**config.mk**
```make
export PLATFORM = sky130hd
export DESIGN_NAME = rtcts_core
export DESIGN_NICKNAME = d
export VERILOG_FILES = /design/src/logic/rtcts_timebase.v /design/src/logic/rtcts_core.v
export VERILOG_INCLUDE_DIRS = /design/src /design/src/logic
export SDC_FILE = /design/constraint.sdc
export NUM_CORES = 1
export LEC_CHECK = 0
export BUFFER_PORTS_ARGS = -buffer_cell sky130_fd_sc_hd__buf_2
export CORE_UTILIZATION = 60
export CTS_BUF_LIST = sky130_fd_sc_hd__clkbuf_4 sky130_fd_sc_hd__clkbuf_8
export DETAILED_ROUTE_END_ITERATION = 16
export PLACE_DENSITY_LB_ADDON = 0.12
export REMOVE_ABC_BUFFERS = 1
export SLEW_MARGIN = 25
export SYNTH_ARGS = -nofsm -noshare
export SYNTH_HDL_FRONTEND = slang
export SYNTH_SLANG_ARGS = --single-unit
```
**constraint.sdc**
```tcl
create_clock -name clock_i -period 3.7 [get_ports clock_i]
set_input_delay 0.555 -clock clock_i [delete_from_list [all_inputs] [get_ports clock_i]]
set_output_delay 0.555 -clock clock_i [all_outputs]
set_load 0.03 [all_outputs]
```
**src/logic/rtcts_defs.vh**
```
// register offsets, field positions, reset values and timing counts for the trim/backup block
`ifndef RTCTS_DEFS_VH
`define RTCTS_DEFS_VH
`define RTCTS_ADDR_WKDAY      5'h03
`define RTCTS_ADDR_CONTROL    5'h07
`define RTCTS_ADDR_TRIM       5'h08
`define RTCTS_ADDR_ALM0WK     5'h0D
`define RTCTS_ADDR_ALM1WK     5'h14
`define RTCTS_ADDR_PD_BASE    5'h18
`define RTCTS_ADDR_PU_BASE    5'h1C
`define RTCTS_CTRL_RESET      8'h80
`define RTCTS_TRIM_RESET      8'h00
`define RTCTS_CTRL_OUT        7
`define RTCTS_CTRL_SQUARE_WAVE_ENABLE      6
`define RTCTS_CTRL_ALARM_ONE_ENABLE     5
`define RTCTS_CTRL_ALARM_ZERO_ENABLE     4
`define RTCTS_CTRL_EXTERNAL_CLOCK_ENABLE     3
`define RTCTS_CTRL_CRS        2
`define RTCTS_TRIM_SIGN       7
`define RTCTS_WK_POWER_FAIL_FLAG      4
`define RTCTS_WK_BACKUP_INPUT_ENABLE       3
`define RTCTS_ALM_POL         7
`define RTCTS_ALM_IF          3
`define RTCTS_OSC_HZ          32768
`define RTCTS_TICKS_PER_MIN   (`RTCTS_OSC_HZ * 60)
`define RTCTS_TICKS_COARSE    (`RTCTS_OSC_HZ / 128)
`define RTCTS_DIV_1HZ         32768
`define RTCTS_DIV_4K          8
`define RTCTS_DIV_8K          4
`endif

```
**src/logic/rtcts_timebase.v**
```verilog
// trimmed timebase: counts oscillator ticks, adds or drops cycles at trim events
`timescale 1ns/10ps
`include "rtcts_defs.vh"
module rtcts_timebase #(
    parameter CNT_W = 21
) (
    input  wire             clock_i,
    input  wire             rst_n_i,
    input  wire             ce_i,
    input  wire             tick_i,
    input  wire             coarse_i,
    input  wire [7:0]       trim_i,
    output reg  [CNT_W-1:0] phase_o
);
    reg [CNT_W-1:0] period_cnt_q;
    reg [7:0]       pend_q;
    reg             pend_sign_q;
    wire [31:0]      period_full = coarse_i ? `RTCTS_TICKS_COARSE : `RTCTS_TICKS_PER_MIN;
    wire [CNT_W-1:0] period      = period_full[CNT_W-1:0];
    wire event_w = (period_cnt_q >= period - 1'b1);
    always @(posedge clock_i or negedge rst_n_i) begin
        if (!rst_n_i) begin
            period_cnt_q <= {CNT_W{1'b0}};
            pend_q       <= 8'h00;
            pend_sign_q  <= 1'b0;
            phase_o      <= {CNT_W{1'b0}};
        end else if (ce_i && tick_i) begin
            period_cnt_q <= event_w ? {CNT_W{1'b0}} : period_cnt_q + 1'b1;
            if (event_w && pend_q == 8'h00) begin
                // latched only here so a new write never disturbs a running adjustment
                pend_q      <= {trim_i[6:0], 1'b0};
                pend_sign_q <= trim_i[`RTCTS_TRIM_SIGN];
            end
            if (pend_q != 8'h00) begin
                pend_q <= pend_q - 8'h01;
                // add: double step; subtract: hold the phase
                phase_o <= pend_sign_q ? phase_o + 2'd2 : phase_o;
            end else begin
                phase_o <= phase_o + 1'b1;
            end
        end
    end
endmodule // rtcts_timebase

```
**src/logic/rtcts_core.v**
```verilog
// multi-function pin control, digital trim, backup switchover and power-fail stamps
`timescale 1ns/10ps
`include "rtcts_defs.vh"
// Overview of operation
// - all outputs disabled: pin is general output
// - general output level follows control bit 7
// - fine trim applied once per minute
// - sign one adds cycles, zero subtracts
// - each trim step is two oscillator cycles
// - zero magnitude disables trimming
// - trimming continues on backup supply
// - coarse mode trims 128 times per second
// - coarse plus square wave gives 64 Hz
// - no 64 Hz output on backup
// - automatic switch to backup below threshold
// - backup used only when input enabled
// - timekeeping, alarms, trim, contents kept on backup
// - bus, square wave, general output off
// - stamp time at power loss and restore
// - power-fail flag set on logged failure
// - stamps frozen while flag set
// - clearing flag clears all stamps
// - rate select divides 32768, 8, 4, 2
// - square wave first, then alarm output
// - control register sits at 0x07
module rtcts_core #(
    parameter CNT_W = 21
) (
    input  wire        clock_i,
    input  wire        rst_n_i,
    input  wire        ce_i,
    input  wire        osc_tick_i,
    input  wire        vcc_below_trip_i,
    input  wire [7:0]  cal_min_i,
    input  wire [7:0]  cal_hour_i,
    input  wire [7:0]  cal_date_i,
    input  wire [7:0]  cal_mth_i,
    input  wire        alarm_zero_flag_i,
    input  wire        alarm_one_flag_i,
    input  wire        reg_wr_i,
    input  wire [4:0]  reg_addr_i,
    input  wire [7:0]  reg_wdata_i,
    output reg  [7:0]  reg_rdata_o,
    output reg         bus_enable_o,
    output reg         on_backup_o,
    output reg         mfp_o,
    output reg         mfp_oe_n_o,
    output reg  [CNT_W-1:0] time_phase_o
);
    reg [7:0]  ctrl_q;
    reg [7:0]  trim_q;
    reg        vbat_en_q;
    reg        pwr_fail_q;
    reg        alarm_polarity_q;
    reg [7:0]  pd_q [0:3];
    reg [7:0]  pu_q [0:3];
    reg        backup_q;
    reg [14:0] div_q;
    reg        level_d;
    wire [CNT_W-1:0] phase_w;
    integer    i;

    function [7:0] stamp_mask;
        input [1:0] idx;
        begin
            case (idx)
                2'd0:    stamp_mask = 8'h7F;
                2'd1:    stamp_mask = 8'h7F;
                2'd2:    stamp_mask = 8'h3F;
                default: stamp_mask = 8'hFF;
            endcase
        end
    endfunction

    rtcts_timebase #(
        .CNT_W (CNT_W)
    ) u_timebase (
        .clock_i  (clock_i),
        .rst_n_i  (rst_n_i),
        .ce_i     (ce_i),
        .tick_i   (osc_tick_i),
        .coarse_i (ctrl_q[`RTCTS_CTRL_CRS]),
        .trim_i   (trim_q),
        .phase_o  (phase_w)
    );

    wire go_backup = vcc_below_trip_i && vbat_en_q;
    wire bus_wr    = reg_wr_i && !backup_q;
    wire clr_flag  = bus_wr && reg_addr_i == `RTCTS_ADDR_WKDAY
                     && !reg_wdata_i[`RTCTS_WK_POWER_FAIL_FLAG];
    wire sw_bit    = ctrl_q[`RTCTS_CTRL_CRS] ? phase_w[8] :
                     (ctrl_q[1:0] == 2'b00) ? phase_w[14] :
                     (ctrl_q[1:0] == 2'b01) ? phase_w[2] :
                     (ctrl_q[1:0] == 2'b10) ? phase_w[1] : div_q[0];
    wire alm0 = ctrl_q[`RTCTS_CTRL_ALARM_ZERO_ENABLE];
    wire alm1 = ctrl_q[`RTCTS_CTRL_ALARM_ONE_ENABLE];

    always @* begin
        if (ctrl_q[`RTCTS_CTRL_SQUARE_WAVE_ENABLE]) begin
            // square wave and 64 Hz both dropped on backup
            level_d = backup_q ? 1'b1 : sw_bit;
        end else if (alm0 || alm1) begin
            if (alarm_polarity_q)
                level_d = (alm0 & alarm_zero_flag_i) | (alm1 & alarm_one_flag_i);
            else
                level_d = !((!alm0 | alarm_zero_flag_i) & (!alm1 | alarm_one_flag_i)
                            & (alm0 | alm1));
        end else begin
            level_d = backup_q ? 1'b1 : ctrl_q[`RTCTS_CTRL_OUT];
        end
    end

    always @(posedge clock_i or negedge rst_n_i) begin
        if (!rst_n_i) begin
            ctrl_q           <= `RTCTS_CTRL_RESET;
            trim_q           <= `RTCTS_TRIM_RESET;
            vbat_en_q        <= 1'b0;
            pwr_fail_q       <= 1'b0;
            alarm_polarity_q <= 1'b0;
            backup_q         <= 1'b0;
            div_q            <= 15'h0000;
            for (i = 0; i < 4; i = i + 1) begin
                pd_q[i] <= 8'h00;
                pu_q[i] <= 8'h00;
            end
            reg_rdata_o  <= 8'h00;
            bus_enable_o <= 1'b1;
            on_backup_o  <= 1'b0;
            mfp_o        <= 1'b1;
            mfp_oe_n_o   <= 1'b1;
            time_phase_o <= {CNT_W{1'b0}};
        end else if (ce_i) begin
            if (osc_tick_i)
                div_q <= div_q + 15'h0001;
            backup_q     <= go_backup;
            on_backup_o  <= go_backup;
            bus_enable_o <= !go_backup;
            time_phase_o <= phase_w;
            mfp_o        <= level_d;
            // open drain: enable low only when pulling the pin low
            mfp_oe_n_o   <= level_d;
            if (bus_wr) begin
                case (reg_addr_i)
                    `RTCTS_ADDR_CONTROL: ctrl_q <= reg_wdata_i;
                    `RTCTS_ADDR_TRIM:    trim_q <= reg_wdata_i;
                    `RTCTS_ADDR_WKDAY:   vbat_en_q <= reg_wdata_i[`RTCTS_WK_BACKUP_INPUT_ENABLE];
                    `RTCTS_ADDR_ALM0WK,
                    `RTCTS_ADDR_ALM1WK:  alarm_polarity_q <= reg_wdata_i[`RTCTS_ALM_POL];
                    default: ;
                endcase
            end
            if (clr_flag) begin
                pwr_fail_q <= 1'b0;
                for (i = 0; i < 4; i = i + 1) begin
                    pd_q[i] <= 8'h00;
                    pu_q[i] <= 8'h00;
                end
            end
            // capture wins over clear in the same cycle
            if (go_backup && !backup_q && (!pwr_fail_q || clr_flag)) begin
                pwr_fail_q <= 1'b1;
                pd_q[0] <= cal_min_i & stamp_mask(2'd0);
                pd_q[1] <= cal_hour_i & stamp_mask(2'd1);
                pd_q[2] <= cal_date_i & stamp_mask(2'd2);
                pd_q[3] <= cal_mth_i;
            end
            if (!go_backup && backup_q && pwr_fail_q && pu_q[3] == 8'h00) begin
                pu_q[0] <= cal_min_i & stamp_mask(2'd0);
                pu_q[1] <= cal_hour_i & stamp_mask(2'd1);
                pu_q[2] <= cal_date_i & stamp_mask(2'd2);
                pu_q[3] <= cal_mth_i;
            end
            case (reg_addr_i)
                `RTCTS_ADDR_CONTROL: reg_rdata_o <= ctrl_q;
                `RTCTS_ADDR_TRIM:    reg_rdata_o <= trim_q;
                `RTCTS_ADDR_WKDAY:   reg_rdata_o <= {3'b000, pwr_fail_q, vbat_en_q, 3'b000};
                `RTCTS_ADDR_ALM0WK:  reg_rdata_o <= {alarm_polarity_q, 3'b000,
                                                     alarm_zero_flag_i, 3'b000};
                `RTCTS_ADDR_ALM1WK:  reg_rdata_o <= {alarm_polarity_q, 3'b000,
                                                     alarm_one_flag_i, 3'b000};
                5'h18, 5'h19, 5'h1A, 5'h1B: reg_rdata_o <= pd_q[reg_addr_i[1:0]];
                5'h1C, 5'h1D, 5'h1E, 5'h1F: reg_rdata_o <= pu_q[reg_addr_i[1:0]];
                default:             reg_rdata_o <= 8'h00;
            endcase
        end
    end
endmodule // rtcts_core

```
== After elaboration in Yosys (flattened, before gate mapping) ==
Cells that the tools add are included.

* Output and inout port bits: 33
* Flip-flop bits (word level): 181
* Input port bits: 53

* Reduce and logical (&&, ||, !) cells: 40
* Magnitude comparators: 2
* Eq/ne operators: 16
* Mux-type cells: 27
* Add/subtract/negate cells: 6
* Bitwise gates (word level): 9

{| class="wikitable"
|+ Operators with widths
! kind !! count
|-
| two-way mux 32 bit || 3
|-
| two-way mux 21 bit || 4
|-
| case mux 8 bit (7 select lines) || 1
|-
| two-way mux 8 bit || 6
|-
| == test 5 bit, second input constant || 9
|-
| adder 21 x 1 -> 21 bit, second input constant || 2
|-
| binary-select mux 8 bit (select 2 bit) || 2
|-
| adder 21 x 2 -> 21 bit, second input constant || 1
|-
| greater-or-equal comparator 21 bit || 1
|-
| subtractor 21 x 1 -> 21 bit, second input constant || 1
|-
| logical NOT 8 bit || 2
|-
| adder 15 x 1 -> 15 bit, second input constant || 1
|-
| AND reduction 2 bit || 6
|-
| AND reduction 3 bit || 4
|-
| logical AND 1 bit || 11
|-
| two-way mux 1 bit || 11
|-
| == test 5 x 4 -> 1 bit, second input constant || 2
|-
| nonzero test 8 bit || 1
|-
| OR reduction 4 bit || 2
|-
| subtractor 8 x 1 -> 8 bit, second input constant || 1
|-
| logical NOT 1 bit || 7
|-
| nonzero test 2 bit || 3
|-
| == test 5 x 2 -> 1 bit, second input constant || 1
|-
| == test 5 x 3 -> 1 bit, second input constant || 1
|-
| 10 further kinds || 17
|}

== Depth between registers and ports, before layout ==
* Word-level depth: 8
* Gate-level depth with buffers: 9
* Gate-level depth less buffers: 8

== Hierarchy ==
A second synthesis with hierarchy kept.

* Cells, all modules: 647
* Area, all modules: 7,798.7 sq um

{| class="wikitable"
|+ By module, submodules not included
! module !! cells an instance !! sequential area each (sq um) !! area each (sq um) !! instances
|-
| rtcts_core || 346 || 2,706.3 || 4,759.6 || 1
|-
| rtcts_timebase || 301 || 1,276.2 || 3,039.2 || 1
|}

== Least setup slack after synthesis ==
OpenSTA, ideal clock, no wires.

* Path type: reg-to-reg
* Start point: register ctrl_q[2]
* End point: register u_timebase.period_cnt_q[10]
* Data arrival time: 2.229 ns
* Period minus slack after synthesis: 2.303 ns
* Path slack: 1.397 ns
* Cell stages (with the launch flop): 10
* Required time: 3.627 ns
* Cells stage by stage: dfrtp_1 ha_1 a21oi_1 nand2_1 a2111oi_2 a21oi_2 or2_1 buf_4 buf_6 a21oi_2

* Longest elaborated chain between the ends: 4

{| class="wikitable"
|+ RTL lines
! element !! RTL line !! text
|-
| start: declaration || rtcts_core.v:50 || <nowiki>reg [7:0] ctrl_q;</nowiki>
|-
| start signal: assignment || rtcts_core.v:115 || <nowiki>ctrl_q <= `RTCTS_CTRL_RESET;</nowiki>
|-
| start signal: assignment || rtcts_core.v:144 || <nowiki>`RTCTS_ADDR_CONTROL: ctrl_q <= reg_wdata_i;</nowiki>
|-
| two-way mux 21 bit (no source line) || - ||
|-
| subtractor 21 x 1 -> 21 bit || rtcts_timebase.v:20 || <nowiki>wire event_w = (period_cnt_q >= period - 1'b1);</nowiki>
|-
| greater-or-equal comparator 21 bit || rtcts_timebase.v:20 ||
|-
| two-way mux 21 bit || rtcts_timebase.v:28 || <nowiki>period_cnt_q <= event_w ? {CNT_W{1'b0}} : period_cnt_q + 1'b1;</nowiki>
|-
| end signal: assignment || rtcts_timebase.v:23 || <nowiki>period_cnt_q <= {CNT_W{1'b0}};</nowiki>
|-
| end signal: assignment || rtcts_timebase.v:28 ||
|-
| end: declaration || rtcts_timebase.v:15 || <nowiki>reg [CNT_W-1:0] period_cnt_q;</nowiki>
|}

No other way between the ends.
A chain may end at the register's enable or synchronous reset.

== Worst setup path in the final report ==
* Start point: register ctrl_q[2]
* End point: register u_timebase.period_cnt_q[17]

Same word-level chain as after synthesis.

==> results by group <==
GRT
  – Aggregate global routing overflow: 0
  – First-pass GRT wire length: 29,100 um
  – Gr usage total: 28.4%
  – Vias in the first global route: 5,899
  – Largest net degree at the start of global routing: 94
  – Antenna violations before repair: 0

Run status
  – Status: complete, no violations

Power and ir drop
  – Switching power: 1.41 mW
  – Power per cell area: 534 nW/um2
  – Comb pwr share: 19.9%
  – Leakage: 4.28 nW
  – P_int: 3.33 mW
  – Reg power frac: 50.3%
  – Switching Share: 29.8%
  – Peak supply drop: 0.000374 V
  – Clock Power Share: 29.8%

Final layout
  – Multi-input gate area: 3650 um2
  – ANT cells: 0
  – Layout fillers: 992
  – NumNets Final: 882
  – Register area: 3980 um2
  – Area grow syn2layout: 12.0%
  – Share of post-route cells with drive strength above 1: 26.2%
  – Post-Layout Cell Count: 997

Synthesis
  – Post-synth top flop: dfrtp_1
  – Synth Register Bits: 159
  – Mapped cell area: 7920 um2
  – Post-synth EDFFs: 0
  – Async SR Flop Fraction: 100%
  – Library cells used by synthesis: 73
  – Post-synthesis sequential area ratio: 50.3%
  – Cell count after synthesis: 741
  – Synth Warn #: 0
  – Synthesized area per cell: 10.7 um2

Floorplan
  – Chip height: 117 um
  – Core area: 12,800 um2
  – Ports: 86
  – Initial Util: 62.0%
  – Die width: 117 um
  – DIE AREA: 13,700 um2
  – FP Rows: 41

Setup path
  – Worst path cell trace: ha_1, nand2_1, nor3_1, nand3b_1, a21oi_2, or2_1, buf_4, a21oi_1
  – Crit path capture type: flop
  – Crit path max fanout: 15
  – Type of the worst setup path: flop to flop
  – Critical Path RT: 4.04 ns
  – Slowest cell on crit path: dfrtp_1
  – Top Family by Delay on Critical Path: simple AND/OR/NAND/NOR gates
  – Critical path startpoint category: flop
  – CP max stage delay: 0.59 ns
  – CP arrival: 3.18 ns
  – CP Buf/Inv Count: 1

STA
  – Final hold vios: 0
  – Min cycle time layout: 2.85 ns
  – Period utilization: 76.9%
  – Clock Skews: 0.00736 ns
  – Worst-Margin Slew: 0.829 ns
  – Hold Slack: 0.177 ns
  – Setup violations, final: 0
  – Slew Limit Fails: 0
  – Max Fclk: 351 MHz
  – Slew headroom: 44.3%
  – RSZ-0062 raised after global routing: false

Clock network
  – Skew-Pair Late Insertion Delay: 0.47 ns
  – Post_cts resized: 0
  – TritonCTS Buffers: 17
  – CTS tree: yes
  – Sink Count: 159
  – Clk Tree Root Cell: clkbuf_8
  – Post-CTS setup buffer count: 0
  – H-tree Lvls: 4
  – Clock transition at path regs: 0.08 ns
  – Max clock buf depth: 2
  – CTS Hold Bufs: 0

Drt
  – Drt first pass iters: 5
  – Vias: 5,912
  – DR WL/cell: 17.7 um
  – Routed Wire Length: 17,600 um
  – Initial drt markers: 477
  – DRC viols: 0
  – Vias per std cell: 5.93
  – Routed Antenna Nets: 0

Placed design
  – I/O Buffers: 81
  – Placed cell count: 966
  – Hpwl dp: 12,100 um
  – Placer Congestion: 0.863

Min path
  – Hold Path Class: input port to asynchronous set/reset pin

Run
  – Number of max-cap violations: 0
per-stage QoR:
step / instance area [um2] / setup WS, ns / TNS, ns / total power [mW] / util (%)
5_1_grt: 8870 / 0.626 / 0 / 5.00 / 69.4
6_report: 8870 / 0.855 / 0 / 4.74 / 69.4
4_1_cts: 8870 / 0.875 / 0 / 4.76 / 69.4
2_1_floorplan: 7690 / -1.02 / -25.19 / 3.00 / -
3_5_place_dp: 8430 / 0.880 / 0 / 3.36 / 66.0
3_3_place_gp: 8430 / 0.948 / 0 / 3.28 / 66.0
flip-flops by register name, summed over array words and instances, names as in the netlist, 8 cells and up:
signal,cells
ctrl_q,8
pd_q,28
pu_q,28
reg_rdata_o,8
time_phase_o,21
trim_q,8
u_timebase.pend_q,8
u_timebase.period_cnt_q,21
u_timebase.phase_o,21
layout by cell type, fill, tap and decap left out, types with 3 or more instances in the layout:
master,Yosys,routed
and3_1,16,16
mux2_2,42,42
ha_1,16,16
nand2_1,131,131
clkbuf_4,0,3
dfrtp_1,156,156
mux2i_1,3,3
o21ai_0,29,29
a22o_1,20,20
nor2_1,21,21
or3_1,4,4
a221oi_1,6,6
nor3_1,9,9
a21oi_1,16,16
clkbuf_8,0,23
nand2_2,3,3
mux4_2,13,13
a21oi_2,12,12
o21ai_1,11,11
xor2_1,17,17
nor4_2,2,3
buf_4,8,12
o22ai_1,10,10
nand4_1,7,7
buf_2,12,80
o31ai_1,7,7
dfstp_2,3,3
inv_1,16,16
xnor2_1,19,19
and2_1,3,3
nor2b_1,7,7
nand3_1,52,52
nand2b_1,6,5
bufinv_16,0,3
final timing paths:
path	to	start	slack, ns	depth (start not counted)
setup / recovery	u_timebase.period_cnt_q[17]	ctrl_q[2]	0.85	8
hold / removal	u_timebase.period_cnt_q[9]	rst_n_i	0.18	1
setup reg to reg	u_timebase.period_cnt_q[17]	ctrl_q[2]	0.85	8
hold reg to reg	div_q[0]	div_q[0]	0.48	1
max in group asynchronous	ctrl_q[7]	rst_n_i	2.64	2
min in group clock_i	pd_q[13]	cal_date_i[5]	0.29	3
cells in the mapped netlist, types with 3 or more instances:
cell,n,share of area [%]
and2_1,3,0.24
a22o_1,20,2.2
mux2_2,42,6.0
o21ai_0,29,1.8
xor2_1,17,1.9
a221oi_1,6,0.66
a21oi_1,16,1.0
buf_2,12,0.76
inv_1,16,0.76
nor2b_1,7,0.55
nor3_1,9,0.57
buf_1,4,0.19
nand2_1,131,6.2
nand2_2,3,0.24
mux2i_1,3,0.38
nand4_1,7,0.55
nor2_1,21,0.99
o21ai_1,11,0.69
and3_1,16,1.3
nand2b_1,6,0.47
o31ai_1,7,0.66
buf_4,8,0.76
or3_1,4,0.32
xnor2_1,19,2.1
o22ai_1,10,0.79
buf_6,5,0.71
dfrtp_1,156,49
clkbuf_1,11,0.52
mux4_2,13,3.7
nand3_1,52,3.3
ha_1,16,2.5
dfstp_2,3,0.99
a21oi_2,12,1.3
power groups by stage:
| stage | clock (mW) | sequential, mW | combinational, mW |
|---|---|---|---|
| final | 1.41 | 2.39 | 0.944 |
| after global routing | 1.51 | 2.43 | 1.06 |
| after CTS | 1.43 | 2.38 | 0.950 |
| after detailed placement | 0 | 2.41 | 0.946 |
| after global placement | 0 | 2.39 | 0.897 |
| after floorplan | 0 | 2.38 | 0.621 |
metal layers:
metal	global-route usage [%]	vias to the layer above	share of wire (%)
met2	46.4	152	50
met5	0	-	0
li1	-	2789	-
met1	36.8	2953	43
met3	7.98	18	5.5
met4	9.54	0	1.3
logic make-up after synthesis:
group | after synthesis | synth area share [%]
flops | 159 | 50.3
simple gates | 278 | 17.0
fa+ha+maj | 16 | 2.53
mux | 58 | 10.0
compound gates | 136 | 12.3
xor+xnor | 36 | 3.98
buf+inv | 58 | 3.81
final cells by class:
cell class                 count  share of cell area [%]
tap                          172                    2.43
sequential                   159                    44.9
clock buffer                  26                    3.82
inverter                      17                   0.719
multi-input combinational    524                    41.1
timing repair buffer          94                    5.88
clock inverter                 5                    1.13
Note: power is estimated with default switching activity, not from simulation.
